==> src/srs_regs.svh <==
// Constants for the supply reset and soft reset block
`ifndef SRS_REGS_SVH
`define SRS_REGS_SVH
`define SRS_CLK_HZ 25000000
`define SRS_EXT_NOM_US 50
`define SRS_EXT_MAX_US 100
`define SRS_EXT_CYCLES ((`SRS_CLK_HZ / 1000000) * `SRS_EXT_NOM_US)
`define SRS_SOFT_RESET_ADDR 7'h00
`define SRS_ADDR_W 7
`define SRS_DATA_W 9
`endif

==> src/srs_pkg.sv <==
// Types for the supply reset and soft reset block
package srs_pkg;
  typedef enum logic [1:0] {
    SRS_ST_HOLD,
    SRS_ST_EXTEND,
    SRS_ST_RUN,
    SRS_ST_SOFT
  } srs_state_t;
endpackage

==> src/srs_stretch.sv <==
// Reset extension counter, restarted whenever supplies are not both valid
`timescale 1ns/1ps
module srs_stretch #(
  parameter int COUNT = 1250
) (
  input wire logic sys_clk,
  input wire logic reset_n,
  input wire logic supplies_ok,
  output logic done
);
  localparam int CW = $clog2(COUNT + 1);
  logic [CW-1:0] cnt_r;
  logic [CW-1:0] cnt_nxt;
  wire at_end = (cnt_r == CW'(COUNT));

  assign cnt_nxt = !supplies_ok ? '0 : (at_end ? cnt_r : cnt_r + CW'(1));
  assign done = at_end && supplies_ok;

  always_ff @(posedge sys_clk or negedge reset_n) begin
    if (!reset_n) begin
      cnt_r <= '0;
    end else begin
      cnt_r <= cnt_nxt;
    end
  end
endmodule

==> src/srs_core.sv <==
// Supply monitored reset, reset extension and software reset
`timescale 1ns/1ps
`include "srs_regs.svh"
// Function
// - No reset pin; supplies and software only
// - Either supply low holds reset
// - Reset forces registers to initial values
// - Host accesses ignored during reset
// - Extend reset 50 us, never over 100
// - Supply dip restarts full extension
// - Write to address zero resets registers
// - First other write ends soft reset
// - Commands via two, three or four wire
module srs_core
  import srs_pkg::*;
#(
  parameter int EXT_CYCLES = `SRS_EXT_CYCLES
) (
  input wire logic sys_clk,
  input wire logic reset_n,
  input wire logic analog_supply_ok,
  input wire logic core_supply_ok,
  input wire logic [1:0] ctrl_mode,
  input wire logic wr_valid,
  input wire logic rd_valid,
  input wire logic [`SRS_ADDR_W-1:0] wr_addr,
  input wire logic [`SRS_DATA_W-1:0] wr_data,
  output logic por_active,
  output logic regs_clear,
  output logic soft_reset_active,
  output logic wr_accept,
  output logic rd_accept,
  output logic [`SRS_ADDR_W-1:0] acc_addr,
  output logic [`SRS_DATA_W-1:0] acc_data
);
  import srs_pkg::*;

  srs_state_t state_r;
  srs_state_t state_nxt;
  logic por_r;
  logic clr_r;
  logic soft_r;
  logic wr_r;
  logic rd_r;
  logic [`SRS_ADDR_W-1:0] addr_r;
  logic [`SRS_DATA_W-1:0] data_r;
  logic ext_done;

  // Modes 0..2 select two, three or four wire; decode is shared by both strobes
  function automatic logic mode_ok(input logic [1:0] m);
    return m != 2'h3;
  endfunction

  // Only the supply flags can start a power reset; reset_n is the test harness
  // reset of this block, not a device pin
  wire supplies_ok = analog_supply_ok && core_supply_ok;
  wire in_por = (state_r == SRS_ST_HOLD) || (state_r == SRS_ST_EXTEND);
  wire wr_ok = wr_valid && mode_ok(ctrl_mode) && !in_por && supplies_ok;
  wire rd_ok = rd_valid && mode_ok(ctrl_mode) && !in_por && supplies_ok;
  wire wr_zero = wr_ok && (wr_addr == `SRS_SOFT_RESET_ADDR);
  wire wr_other = wr_ok && (wr_addr != `SRS_SOFT_RESET_ADDR);

  srs_stretch #(
    .COUNT(EXT_CYCLES)
  ) u_stretch (
    .sys_clk(sys_clk),
    .reset_n(reset_n),
    .supplies_ok(supplies_ok),
    .done(ext_done)
  );

  always_comb begin
    state_nxt = state_r;
    case (state_r)
      SRS_ST_HOLD: begin
        if (supplies_ok) begin
          state_nxt = SRS_ST_EXTEND;
        end
      end
      SRS_ST_EXTEND: begin
        if (ext_done) begin
          state_nxt = SRS_ST_RUN;
        end
      end
      SRS_ST_RUN: begin
        if (wr_zero) begin
          state_nxt = SRS_ST_SOFT;
        end
      end
      SRS_ST_SOFT: begin
        if (wr_other) begin
          state_nxt = SRS_ST_RUN;
        end
      end
      default: begin
        state_nxt = SRS_ST_HOLD;
      end
    endcase
    if (!supplies_ok) begin
      state_nxt = SRS_ST_HOLD;
    end
  end

  // All outputs registered so every register sees release on one edge
  always_ff @(posedge sys_clk or negedge reset_n) begin
    if (!reset_n) begin
      state_r <= SRS_ST_HOLD;
      por_r <= 1'b1;
      clr_r <= 1'b1;
      soft_r <= 1'b0;
      wr_r <= 1'b0;
      rd_r <= 1'b0;
      addr_r <= '0;
      data_r <= '0;
    end else begin
      state_r <= state_nxt;
      por_r <= (state_nxt == SRS_ST_HOLD) || (state_nxt == SRS_ST_EXTEND);
      clr_r <= (state_nxt == SRS_ST_HOLD) || (state_nxt == SRS_ST_EXTEND) || wr_zero;
      soft_r <= (state_nxt == SRS_ST_SOFT);
      wr_r <= wr_other;
      rd_r <= rd_ok;
      addr_r <= wr_ok ? wr_addr : addr_r;
      data_r <= wr_ok ? wr_data : data_r;
    end
  end

  assign por_active = por_r;
  assign regs_clear = clr_r;
  assign soft_reset_active = soft_r;
  assign wr_accept = wr_r;
  assign rd_accept = rd_r;
  assign acc_addr = addr_r;
  assign acc_data = data_r;
endmodule

==> config.mk <==
export PLATFORM = sky130hd
export DESIGN_NAME = srs_core
export DESIGN_NICKNAME = d
export VERILOG_FILES = /design/src/srs_pkg.sv /design/src/srs_stretch.sv /design/src/srs_core.sv
export VERILOG_INCLUDE_DIRS = /design/src
export SDC_FILE = /design/constraint.sdc
export NUM_CORES = 1
export LEC_CHECK = 0
export BUFFER_PORTS_ARGS = -buffer_cell sky130_fd_sc_hd__buf_4
export CORE_UTILIZATION = 48
export DETAILED_ROUTE_END_ITERATION = 10
export HOLD_SLACK_MARGIN = 0.12
export PLACE_DENSITY = 0.75
export SLEW_MARGIN = 20
export SYNTH_ARGS = -nofsm -noshare
export SYNTH_HDL_FRONTEND = slang
export SYNTH_HIERARCHICAL = 1
export SYNTH_SLANG_ARGS = --single-unit
==> constraint.sdc <==
create_clock -name sys_clk -period 2.5 [get_ports sys_clk]
set_clock_uncertainty 0.2 [all_clocks]
set_input_delay 0.25 -clock sys_clk [delete_from_list [all_inputs] [get_ports sys_clk]]
set_output_delay 0.25 -clock sys_clk [all_outputs]
set_load 0.005 [all_outputs]
==> results.cfg, run 1 <==
[status]
status = complete, no violations

[sta]
tightest_slew_ps = 483
rsz0062_at_grt = no
finalCriticalPeriod_ps = 1910
slew_headroom_pct = 67.5
hold_viol_final = 0
setup_viol = 0
slew_viol_final = 0
fin_ws_ps = 592
tns_ps = 0
post-route-period-util_pct = 76.3
fmax_ghz = 0.524

[clock_network]
clock-sinks = 34
cts.hold.buffers_added = 21
cts_root_buf = clkbuf_4
cts_setup_buffers = 0
cts_buffers = 5
htree_num_levels = 2
clock_path_buffers = 2
tritoncts = built
cts_resized = 0
clkTransAtPathRegs_ps = 90
clk_latency_ps = 330

[floorplan]
core_mm2 = 0.00308
die_area_mm2 = 0.00349
ioPinCount = 45
die_width_um = 59.1
die_h_um = 59.1
start_util_pct = 50.8
row_count = 20

[cells_and_area]
fin_nets = 218
drive_gt1_share_pct = 39.9
stdcell_count = 237
diodes = 0
synthToLayoutAreaGrowth_pct = 38.6
fillers = 223

[synth]
yosys_most_used_dff = dfrtp_1
yosysTopAreaCell = dfrtp_1
synth_common_cells = 32 x dfrtp_1, 12 x nand2_1, 9 x mux2_4, 7 x a21oi_1, 7 x mux2_2
synth_top_area_share_pct = 51.2
yosysWarnings = 6
synthTopCellsByArea = dfrtp_1 51%, mux2_4 8.6%, mux2_2 5.0%
synth-edff-count = 0
syn_nets = 149
synth_area_mm2 = 0.00156
syn_inst = 123
avgSynthCellArea_um2 = 12.7
ys_seq_area_share_pct = 54.6
synth_seq_cells = 34
synthArstFlopShare_pct = 100
post-synth-top-count-cell = dfrtp_1
ys_types = 37

[detailed_routing]
viasPerCell = 4.99
first_iter_violations = 17
ant_nets = 0
vias = 1183
avgRoutedWirePerCell_um = 13.6
dr.pass1.iters = 4
wl_um = 3230
drc = 0

[global_route]
track_usage_pct = 20.4
grt_overflow = 0
grt_pass1_wl_um = 5220
grt_max_degree = 35
grt_antenna_before_repair = 0
first_global_vias = 1194

[placement]
port_buffers = 44
place_congestion = 0.818
dp_hpwl_um = 2100
dpl.cell_count = 208
place_ws_ps = 515

[power_and_ir_drop]
p_leak_nw = 1.01
vdd_drop_max_v = 0.000400
p_per_area_mw_per_mm2 = 437
power.total_w = 0.000947

[worst_setup_path]
crit_fanout = 7
arrival_ps = 1970
cp-start-kind = flip-flop
worst-setup-path-type = reg -> reg
cp-end-kind = flip-flop
crit_required_ps = 2560

[hold_path]
min_path_type = in -> reg

[run]
cap_violations = 0
## cell families after synthesis
| group | count (synthesis) | share of synthesized area, % |
|---|---|---|
| compound gates | 17 | 6.41 |
| xor+xnor | 2 | 1.12 |
| fa+ha+maj | 2 | 1.60 |
| buf+inv | 9 | 4.72 |
| flops | 34 | 54.6 |
| mux | 19 | 15.6 |
| simple gates | 40 | 15.9 |
## area by class of cell
type	instances	area, µm²	area share (%)
sequential	34	853	39.4
inverter	6	22.5	1.04
clock buffer	8	58.8	2.72
timing repair buffer	65	541	25.0
tap	44	55.1	2.54
multi-input combinational	80	636	29.3
## metal layers
| layer | wire (µm) | GRT usage [%] | vias to the layer above |
|---|---|---|---|
| met5 | 0 | 0 | - |
| met4 | 56 | 7.14 | 0 |
| met3 | 163 | 6.77 | 5 |
| met2 | 1590 | 34.9 | 37 |
| met1 | 1410 | 23.9 | 565 |
| li1 | - | - | 576 |
## state kept, by name (all words and copies together) (netlist names)
name and count:
acc_addr 7, acc_data 9, por_active 1, rd_accept 1, regs_clear 1, soft_reset_active 1, state_r 2, u_stretch/cnt_r 11
wr_accept 1
## critical path, stage by stage (launching register included)
cell and delay [ps]:
dfrtp_1 460, or3_2 520, nor4_1 280, a21oi_1 120, nor2b_1 200, nand2_1 80
## cells in the final DEF, fill, tap and decap left out, types with 2 or more instances in the layout
cell / n
nand2b_1: 2
mux2_4: 9
a21oi_1: 7
clkbuf_1: 2
ha_1: 2
nand2_1: 12
dlygate4sd3_1: 21
nand3_1: 2
dfrtp_1: 32
o21ai_0: 4
mux2i_1: 3
or3_2: 3
nor2_1: 3
clkbuf_4: 5
or4_1: 2
dfstp_2: 2
nand4_1: 2
mux2_2: 7
inv_1: 6
nor4_1: 3
o31ai_1: 2
buf_4: 44
## power by group
part | internal [W] | switching (W)
sequential | 0.000552 | 0.00000253
combinational | 0.0000497 | 0.0000318
clock | 0.000139 | 0.000172
total | 0.000740 | 0.000207
## through the flow
stage	hold slack (ps)	utilization (%)	area, µm²
finish	173	70.4	2170
detailed placement	18.8	61.6	1900
global route	197	70.4	2170
floorplan	-246	-	1560
CTS	162	70.4	2170
global placement	13.8	61.6	1900
## path summary, 6_finish.rpt
kind | startpoint | end | slack (ps) | depth (start not counted)
max | u_stretch/cnt_r[2]$_DFFE_PN0P_ | regs_clear$_DFF_PN1_ | 590 | 5
min | ctrl_mode[0] | soft_reset_active$_DFF_PN0_ | 170 | 4
max reg2reg | u_stretch/cnt_r[2]$_DFFE_PN0P_ | regs_clear$_DFF_PN1_ | 590 | 5
min reg2reg | acc_addr[0]$_DFFE_PN0P_ | acc_addr[0]$_DFFE_PN0P_ | 320 | 1
max in group asynchronous | reset_n | por_active$_DFF_PN1_ | 1570 | 2
min in group asynchronous | reset_n | acc_data[4]$_DFFE_PN0P_ | 180 | 2
No activity file was read; power rests on OpenSTA's default activity.
==> run 2, diff against run 1 <==
--- a/config.mk
+++ b/config.mk
@@ -6,11 +6,12 @@
 export SDC_FILE = /design/constraint.sdc
 export NUM_CORES = 1
 export LEC_CHECK = 0
+export ABC_AREA = 1
 export BUFFER_PORTS_ARGS = -buffer_cell sky130_fd_sc_hd__buf_4
 export CORE_UTILIZATION = 48
 export DETAILED_ROUTE_END_ITERATION = 10
 export HOLD_SLACK_MARGIN = 0.12
-export PLACE_DENSITY = 0.75
+export PLACE_DENSITY = 0.74
 export SLEW_MARGIN = 20
 export SYNTH_ARGS = -nofsm -noshare
 export SYNTH_HDL_FRONTEND = slang
==> constraint.sdc (replaced) <==
create_clock -name sys_clk -period 1.9 [get_ports sys_clk]
set_clock_uncertainty 0.2 [all_clocks]
set_input_delay 0.19 -clock sys_clk [delete_from_list [all_inputs] [get_ports sys_clk]]
set_output_delay 0.19 -clock sys_clk [all_outputs]
set_load 0.005 [all_outputs]
==> results.cfg, run 2 <==
[worst_setup_path]
ff2ff_setup_slack_ps = 100
reg2reg_depth = 5
cp-end-kind = flip-flop
crit_fanout = 13
reg2reg_from = state_r[1]$_DFF_PN0_
cp-start-kind = primary input
crit_buf_inv = 3
crit_path_max_incr_delay_ps = 620
crit_required_ps = 1990
cpMaxStageDelayCell = dlygate4sd3_1
arrival_ps = 1900
path_cells = dlygate4sd3_1, buf_4, nand2_2, nor2_4, dlygate4sd3_1, nand2_1, nand2_1
worst-setup-path-type = in -> reg
crit_family = buffers and inverters
r2r-end = regs_clear$_DFF_PN1_

[global_route]
grt_overflow = 0
grt_pass1_wl_um = 6790
first_global_vias = 1552
grt_max_degree = 35
track_usage_pct = 26.9
grt_antenna_before_repair = 0

[clock_network]
cts_root_buf = clkbuf_4
clock_path_buffers = 2
clkTransAtPathRegs_ps = 110
tritoncts = built
cts_buffers = 5
clk_latency_ps = 340
cts_setup_buffers = 0
htree_num_levels = 2
clock-sinks = 34

[synth]
syn_inst = 193
synth_area_mm2 = 0.00159
synth_common_cells = 73 x nand2_1, 32 x dfrtp_1, 27 x nor2_1, 16 x inv_1, 15 x nand3_1
synth_fa_ha_area_share_pct = 1.57
synth_seq_cells = 34
yosysTopAreaCell = dfrtp_1
synth_xor_area_share_pct = 2.75
yosys_most_used_dff = dfrtp_1
muxShareOfSynthArea_pct = 0
yosysWarnings = 6
avgSynthCellArea_um2 = 8.25
ys_seq_area_share_pct = 53.6
syn_nets = 219
ys_types = 21
synth_top_family_by_area = simple AND/OR/NAND/NOR gates
synthTopCellsByArea = dfrtp_1 50%, nand2_1 17%, nor2_1 6.4%
synth-edff-count = 0
synthArstFlopShare_pct = 100
synth-simple-area-share_pct = 35.4
post-synth-top-count-cell = nand2_1
synth_compound_area_share_pct = 1.57
synth_top_area_share_pct = 50.3

[detailed_routing]
dr.pass1.iters = 4
vias = 1533
wl_um = 4100
ant_nets = 0
drc = 0
avgRoutedWirePerCell_um = 12.6
first_iter_violations = 93
viasPerCell = 4.73

[sta]
slew_viol_final = 0
fmax_ghz = 0.552
post-route-period-util_pct = 95.3
hold_viol_final = 0
setup_viol = 0
slew_headroom_pct = 71.5
tns_ps = 0
finalCriticalPeriod_ps = 1810
rsz0062_at_grt = no
tightest_slew_ps = 427

[power_and_ir_drop]
p_per_area_mw_per_mm2 = 630
vdd_drop_max_v = 0.000430
p_leak_nw = 1.23

[cells_and_area]
final_util_pct = 78.8
final_cell_mix = 73 x nand2_1, 46 x buf_4, 36 x dlygate4sd3_1
layout_commonest_cell = nand2_1
regMostFlops = u_stretch/cnt_r
fillers = 211
largest_register_ffs = 11
diodes = 0
drive_gt1_share_pct = 23.9
fin_nets = 305
synthToLayoutAreaGrowth_pct = 53.7
stdcell_count = 324

[status]
status = complete, no violations

[floorplan]
row_count = 20
die_h_um = 59.6
die_area_mm2 = 0.00355
ioPinCount = 45
core_mm2 = 0.00310
start_util_pct = 51.3
die_width_um = 59.6

[placement]
place_congestion = 0.840
dp_hpwl_um = 2360
dpl.cell_count = 280
port_buffers = 44

[hold_path]
min_path_type = in -> async

[run]
cap_violations = 0
==> run 2: metal layers <==
| layer | part of all wire (%) | GRT usage (%) | wire, µm |
|---|---|---|---|
| met5 | 0 | 0 | 0 |
| met4 | 2.4 | 13.6 | 97 |
| met3 | 3.4 | 6.11 | 139 |
| met2 | 51 | 45.4 | 2100 |
| met1 | 43 | 32.2 | 1760 |
==> run 2: worst max-delay path by stage <==
stage,from,to,slack [ps],depth (start not counted)
floorplan,u_stretch/cnt_r[0]$_DFFE_PN0P_,soft_reset_active$_DFF_PN0_,380,8
global placement,u_stretch/cnt_r[0]$_DFFE_PN0P_,soft_reset_active$_DFF_PN0_,300,8
detailed placement,u_stretch/cnt_r[0]$_DFFE_PN0P_,soft_reset_active$_DFF_PN0_,240,8
CTS,wr_valid,regs_clear$_DFF_PN1_,70,7
global route,state_r[1]$_DFF_PN0_,acc_data[4]$_DFFE_PN0P_,7,5
finish,wr_valid,regs_clear$_DFF_PN1_,90,7
==> run 2: worst reg2reg max path: stages (launching register included) <==
cell and delay, ps:
dfrtp_1 440, nand2_2 100, nor2_4 270, dlygate4sd3_1 620, nand2_1 60, nand2_1 70
==> run 2: through the flow <==
stage,setup slack [ps],total power (W),hold WS (ps),instance area [µm²]
after detailed placement,239,0.000818,-35.9,1970
after global placement,303,0.000817,-40.3,1970
after global routing,6.72,0.00160,151,2450
final,89.3,0.00154,124,2450
after CTS,74.3,0.00154,127,2450
after floorplan,379,0.000763,-306,1590
==> run 2: final cells by class <==
class | instances | area (µm²) | share of cell area (%)
multi-input combinational | 139 | 657 | 26.9
sequential | 34 | 853 | 34.9
timing repair buffer | 82 | 706 | 28.8
inverter | 17 | 63.8 | 2.61
clock inverter | 2 | 60.1 | 2.46
clock buffer | 6 | 51.3 | 2.10
tap | 44 | 55.1 | 2.25
==> run 2: where the power goes <==
group	total, W	switching, W	internal (W)
registers	0.000730	0.00000334	0.000726
logic	0.000116	0.0000471	0.0000686
clock network	0.000695	0.000249	0.000446
total	0.00154	0.000299	0.00124
==> run 2: timing repair <==
item	4_1_cts	5_1_grt
resized for setup	0	0
endpoints found under the setup margin	0	4
hold buffers	36	0
endpoints found under the hold margin	57	0
==> run 2: cell families after synthesis <==
family,count (synthesis)
buffers and inverters,20
and+or+nand+nor,127
AOI/OAI and AO/OA,5
DFF,34
xor gates and xnor gates,5
adders and majority gates,2
==> run 3, diff against run 2 <==
--- a/config.mk
+++ b/config.mk
@@ -8,10 +8,10 @@
 export LEC_CHECK = 0
 export ABC_AREA = 1
 export BUFFER_PORTS_ARGS = -buffer_cell sky130_fd_sc_hd__buf_4
-export CORE_UTILIZATION = 48
+export CORE_UTILIZATION = 46
 export DETAILED_ROUTE_END_ITERATION = 10
 export HOLD_SLACK_MARGIN = 0.12
-export PLACE_DENSITY = 0.74
+export PLACE_DENSITY = 0.75
 export SLEW_MARGIN = 20
 export SYNTH_ARGS = -nofsm -noshare
 export SYNTH_HDL_FRONTEND = slang
==> constraint.sdc (replaced) <==
create_clock -name sys_clk -period 1.5 [get_ports sys_clk]
set_clock_uncertainty 0.2 [all_clocks]
set_input_delay 0.15 -clock sys_clk [delete_from_list [all_inputs] [get_ports sys_clk]]
set_output_delay 0.15 -clock sys_clk [all_outputs]
set_load 0.005 [all_outputs]
==> results.cfg, run 3 (synthesis gave the netlist of run 2 again) <==
[placement]
dp_hpwl_um = 2460
port_buffers = 44
dpl.cell_count = 297
place_congestion = 0.812

[global_route]
first_global_vias = 1552
grt_max_degree = 35
grt_antenna_before_repair = 0
grt_pass1_wl_um = 6640
grt_overflow = 0
track_usage_pct = 25.2

[worst_setup_path]
cp-start-kind = flip-flop
arrival_ps = 1650
reg2reg_depth = 9
crit_required_ps = 1530
crit_start = u_stretch/cnt_r[0]$_DFFE_PN0P_
ff2ff_setup_slack_ps = -110
r2r-end = state_r[0]$_DFF_PN0_
crit_end = state_r[0]$_DFF_PN0_
reg2reg_from = u_stretch/cnt_r[0]$_DFFE_PN0P_
crit_fanout = 2
worst-setup-path-type = reg -> reg
cp-end-kind = flip-flop

[status]
violations = setup timing
status = finished, violations left

[sta]
tightest_slew_ps = 425
rsz0062_at_grt = yes
slew_headroom_pct = 71.7
fin_ws_ps = -115
setup_viol = 7
tns_ps = -396
slew_viol_final = 0
finalCriticalPeriod_ps = 1610
hold_viol_final = 0
post-route-period-util_pct = 108
fmax_ghz = 0.619

[cells_and_area]
largest_register_ffs = 11
final_cell_mix = 72 x nand2_1, 63 x buf_4, 31 x dfrtp_1
fin_nets = 313
stdcell_count = 332
layout_commonest_cell = nand2_1
synthToLayoutAreaGrowth_pct = 59.3
regMostFlops = u_stretch/cnt_r
drive_gt1_share_pct = 35.4
diodes = 0

[detailed_routing]
first_iter_violations = 43
wl_um = 4290
ant_nets = 0
vias = 1582
drc = 0
avgRoutedWirePerCell_um = 12.9
dr.pass1.iters = 4
viasPerCell = 4.77

[power_and_ir_drop]
p_leak_nw = 1.31
power.total_w = 0.00163
p_per_area_mw_per_mm2 = 645
vdd_drop_max_v = 0.000510

[clock_network]
clock-sinks = 34
clk_latency_ps = 350
tritoncts = built
htree_num_levels = 2
cts_root_buf = clkbuf_4
clkTransAtPathRegs_ps = 100
clock_path_buffers = 2
cts_buffers = 5

[floorplan]
die_width_um = 60.8
die_h_um = 60.8
die_area_mm2 = 0.00370
start_util_pct = 50.1
core_mm2 = 0.00318
ioPinCount = 45
row_count = 20

[run]
cap_violations = 0

[hold_path]
min_path_type = in -> reg
run 3: metrics by stage:
stage | worst slack [ps] | hold slack (ps) | util [%] | instance area (µm²)
2_1_floorplan | 0.507 | -346 | - | 1590
3_3_place_gp | -28.1 | -81.0 | 66.5 | 2110
3_5_place_dp | -136 | -80.1 | 66.5 | 2110
4_1_cts | -83.6 | -96.8 | 77.1 | 2450
5_1_grt | -162 | 161 | 79.8 | 2530
6_report | -115 | 131 | 79.8 | 2530
run 3: where the power goes:
group / total [W] / internal, W / switching (W)
clock network: 0.000543 / 0.000225 / 0.000318
logic: 0.000167 / 0.0000980 / 0.0000688
registers: 0.000924 / 0.000920 / 0.00000394
total: 0.00163 / 0.00124 / 0.000391
run 3: how the worst min path moves through the flow:
stage | start | cells after the start | end | slack (ps)
after floorplan | reset_n | 0 | acc_addr[0]$_DFFE_PN0P_ | -350
after global placement | reset_n | 1 | u_stretch/cnt_r[10]$_DFFE_PN0P_ | -80
after detailed placement | reset_n | 1 | u_stretch/cnt_r[10]$_DFFE_PN0P_ | -80
after CTS | core_supply_ok | 3 | state_r[0]$_DFF_PN0_ | -100
after global routing | core_supply_ok | 6 | u_stretch/cnt_r[8]$_DFFE_PN0P_ | 160
final | core_supply_ok | 6 | u_stretch/cnt_r[9]$_DFFE_PN0P_ | 130
run 3: repair_timing:
action | in CTS | in global routing
buffers inserted | 0 | 3
pin swaps | 4 | 10
setup endpoints to repair | 4 | 13
hold buffers | 23 | 1
endpoints found under the hold margin | 57 | 5
resized for setup | 9 | 14
run 3: routing by layer:
layer / vias to the layer above / wire (µm) / global-route usage [%]
li1: 780 / - / -
met1: 737 / 1800 / 31.7
met2: 53 / 2180 / 40.8
met3: 12 / 193 / 5.54
met4: 0 / 119 / 13.6
met5: - / 0 / 0
run 3: worst max-delay path, cell delays in order, from the launching register on:
cell,delay [ps]
dfrtp_1,410
inv_2,90
ha_4,150
nand3_4,90
nor3_4,150
a21oi_2,100
inv_1,60
nand2_1,60
nor2_2,130
nor2_1,70
run 3: final cells by class:
type,count,area [µm²]
flip-flops and latches,34,855
repair buffers,90,756
multi-input cells,139,742
fillers,205,643
inverters,17,63.8
well taps,44,55.1
clock buffers,6,51.3
clock inverters,2,12.5
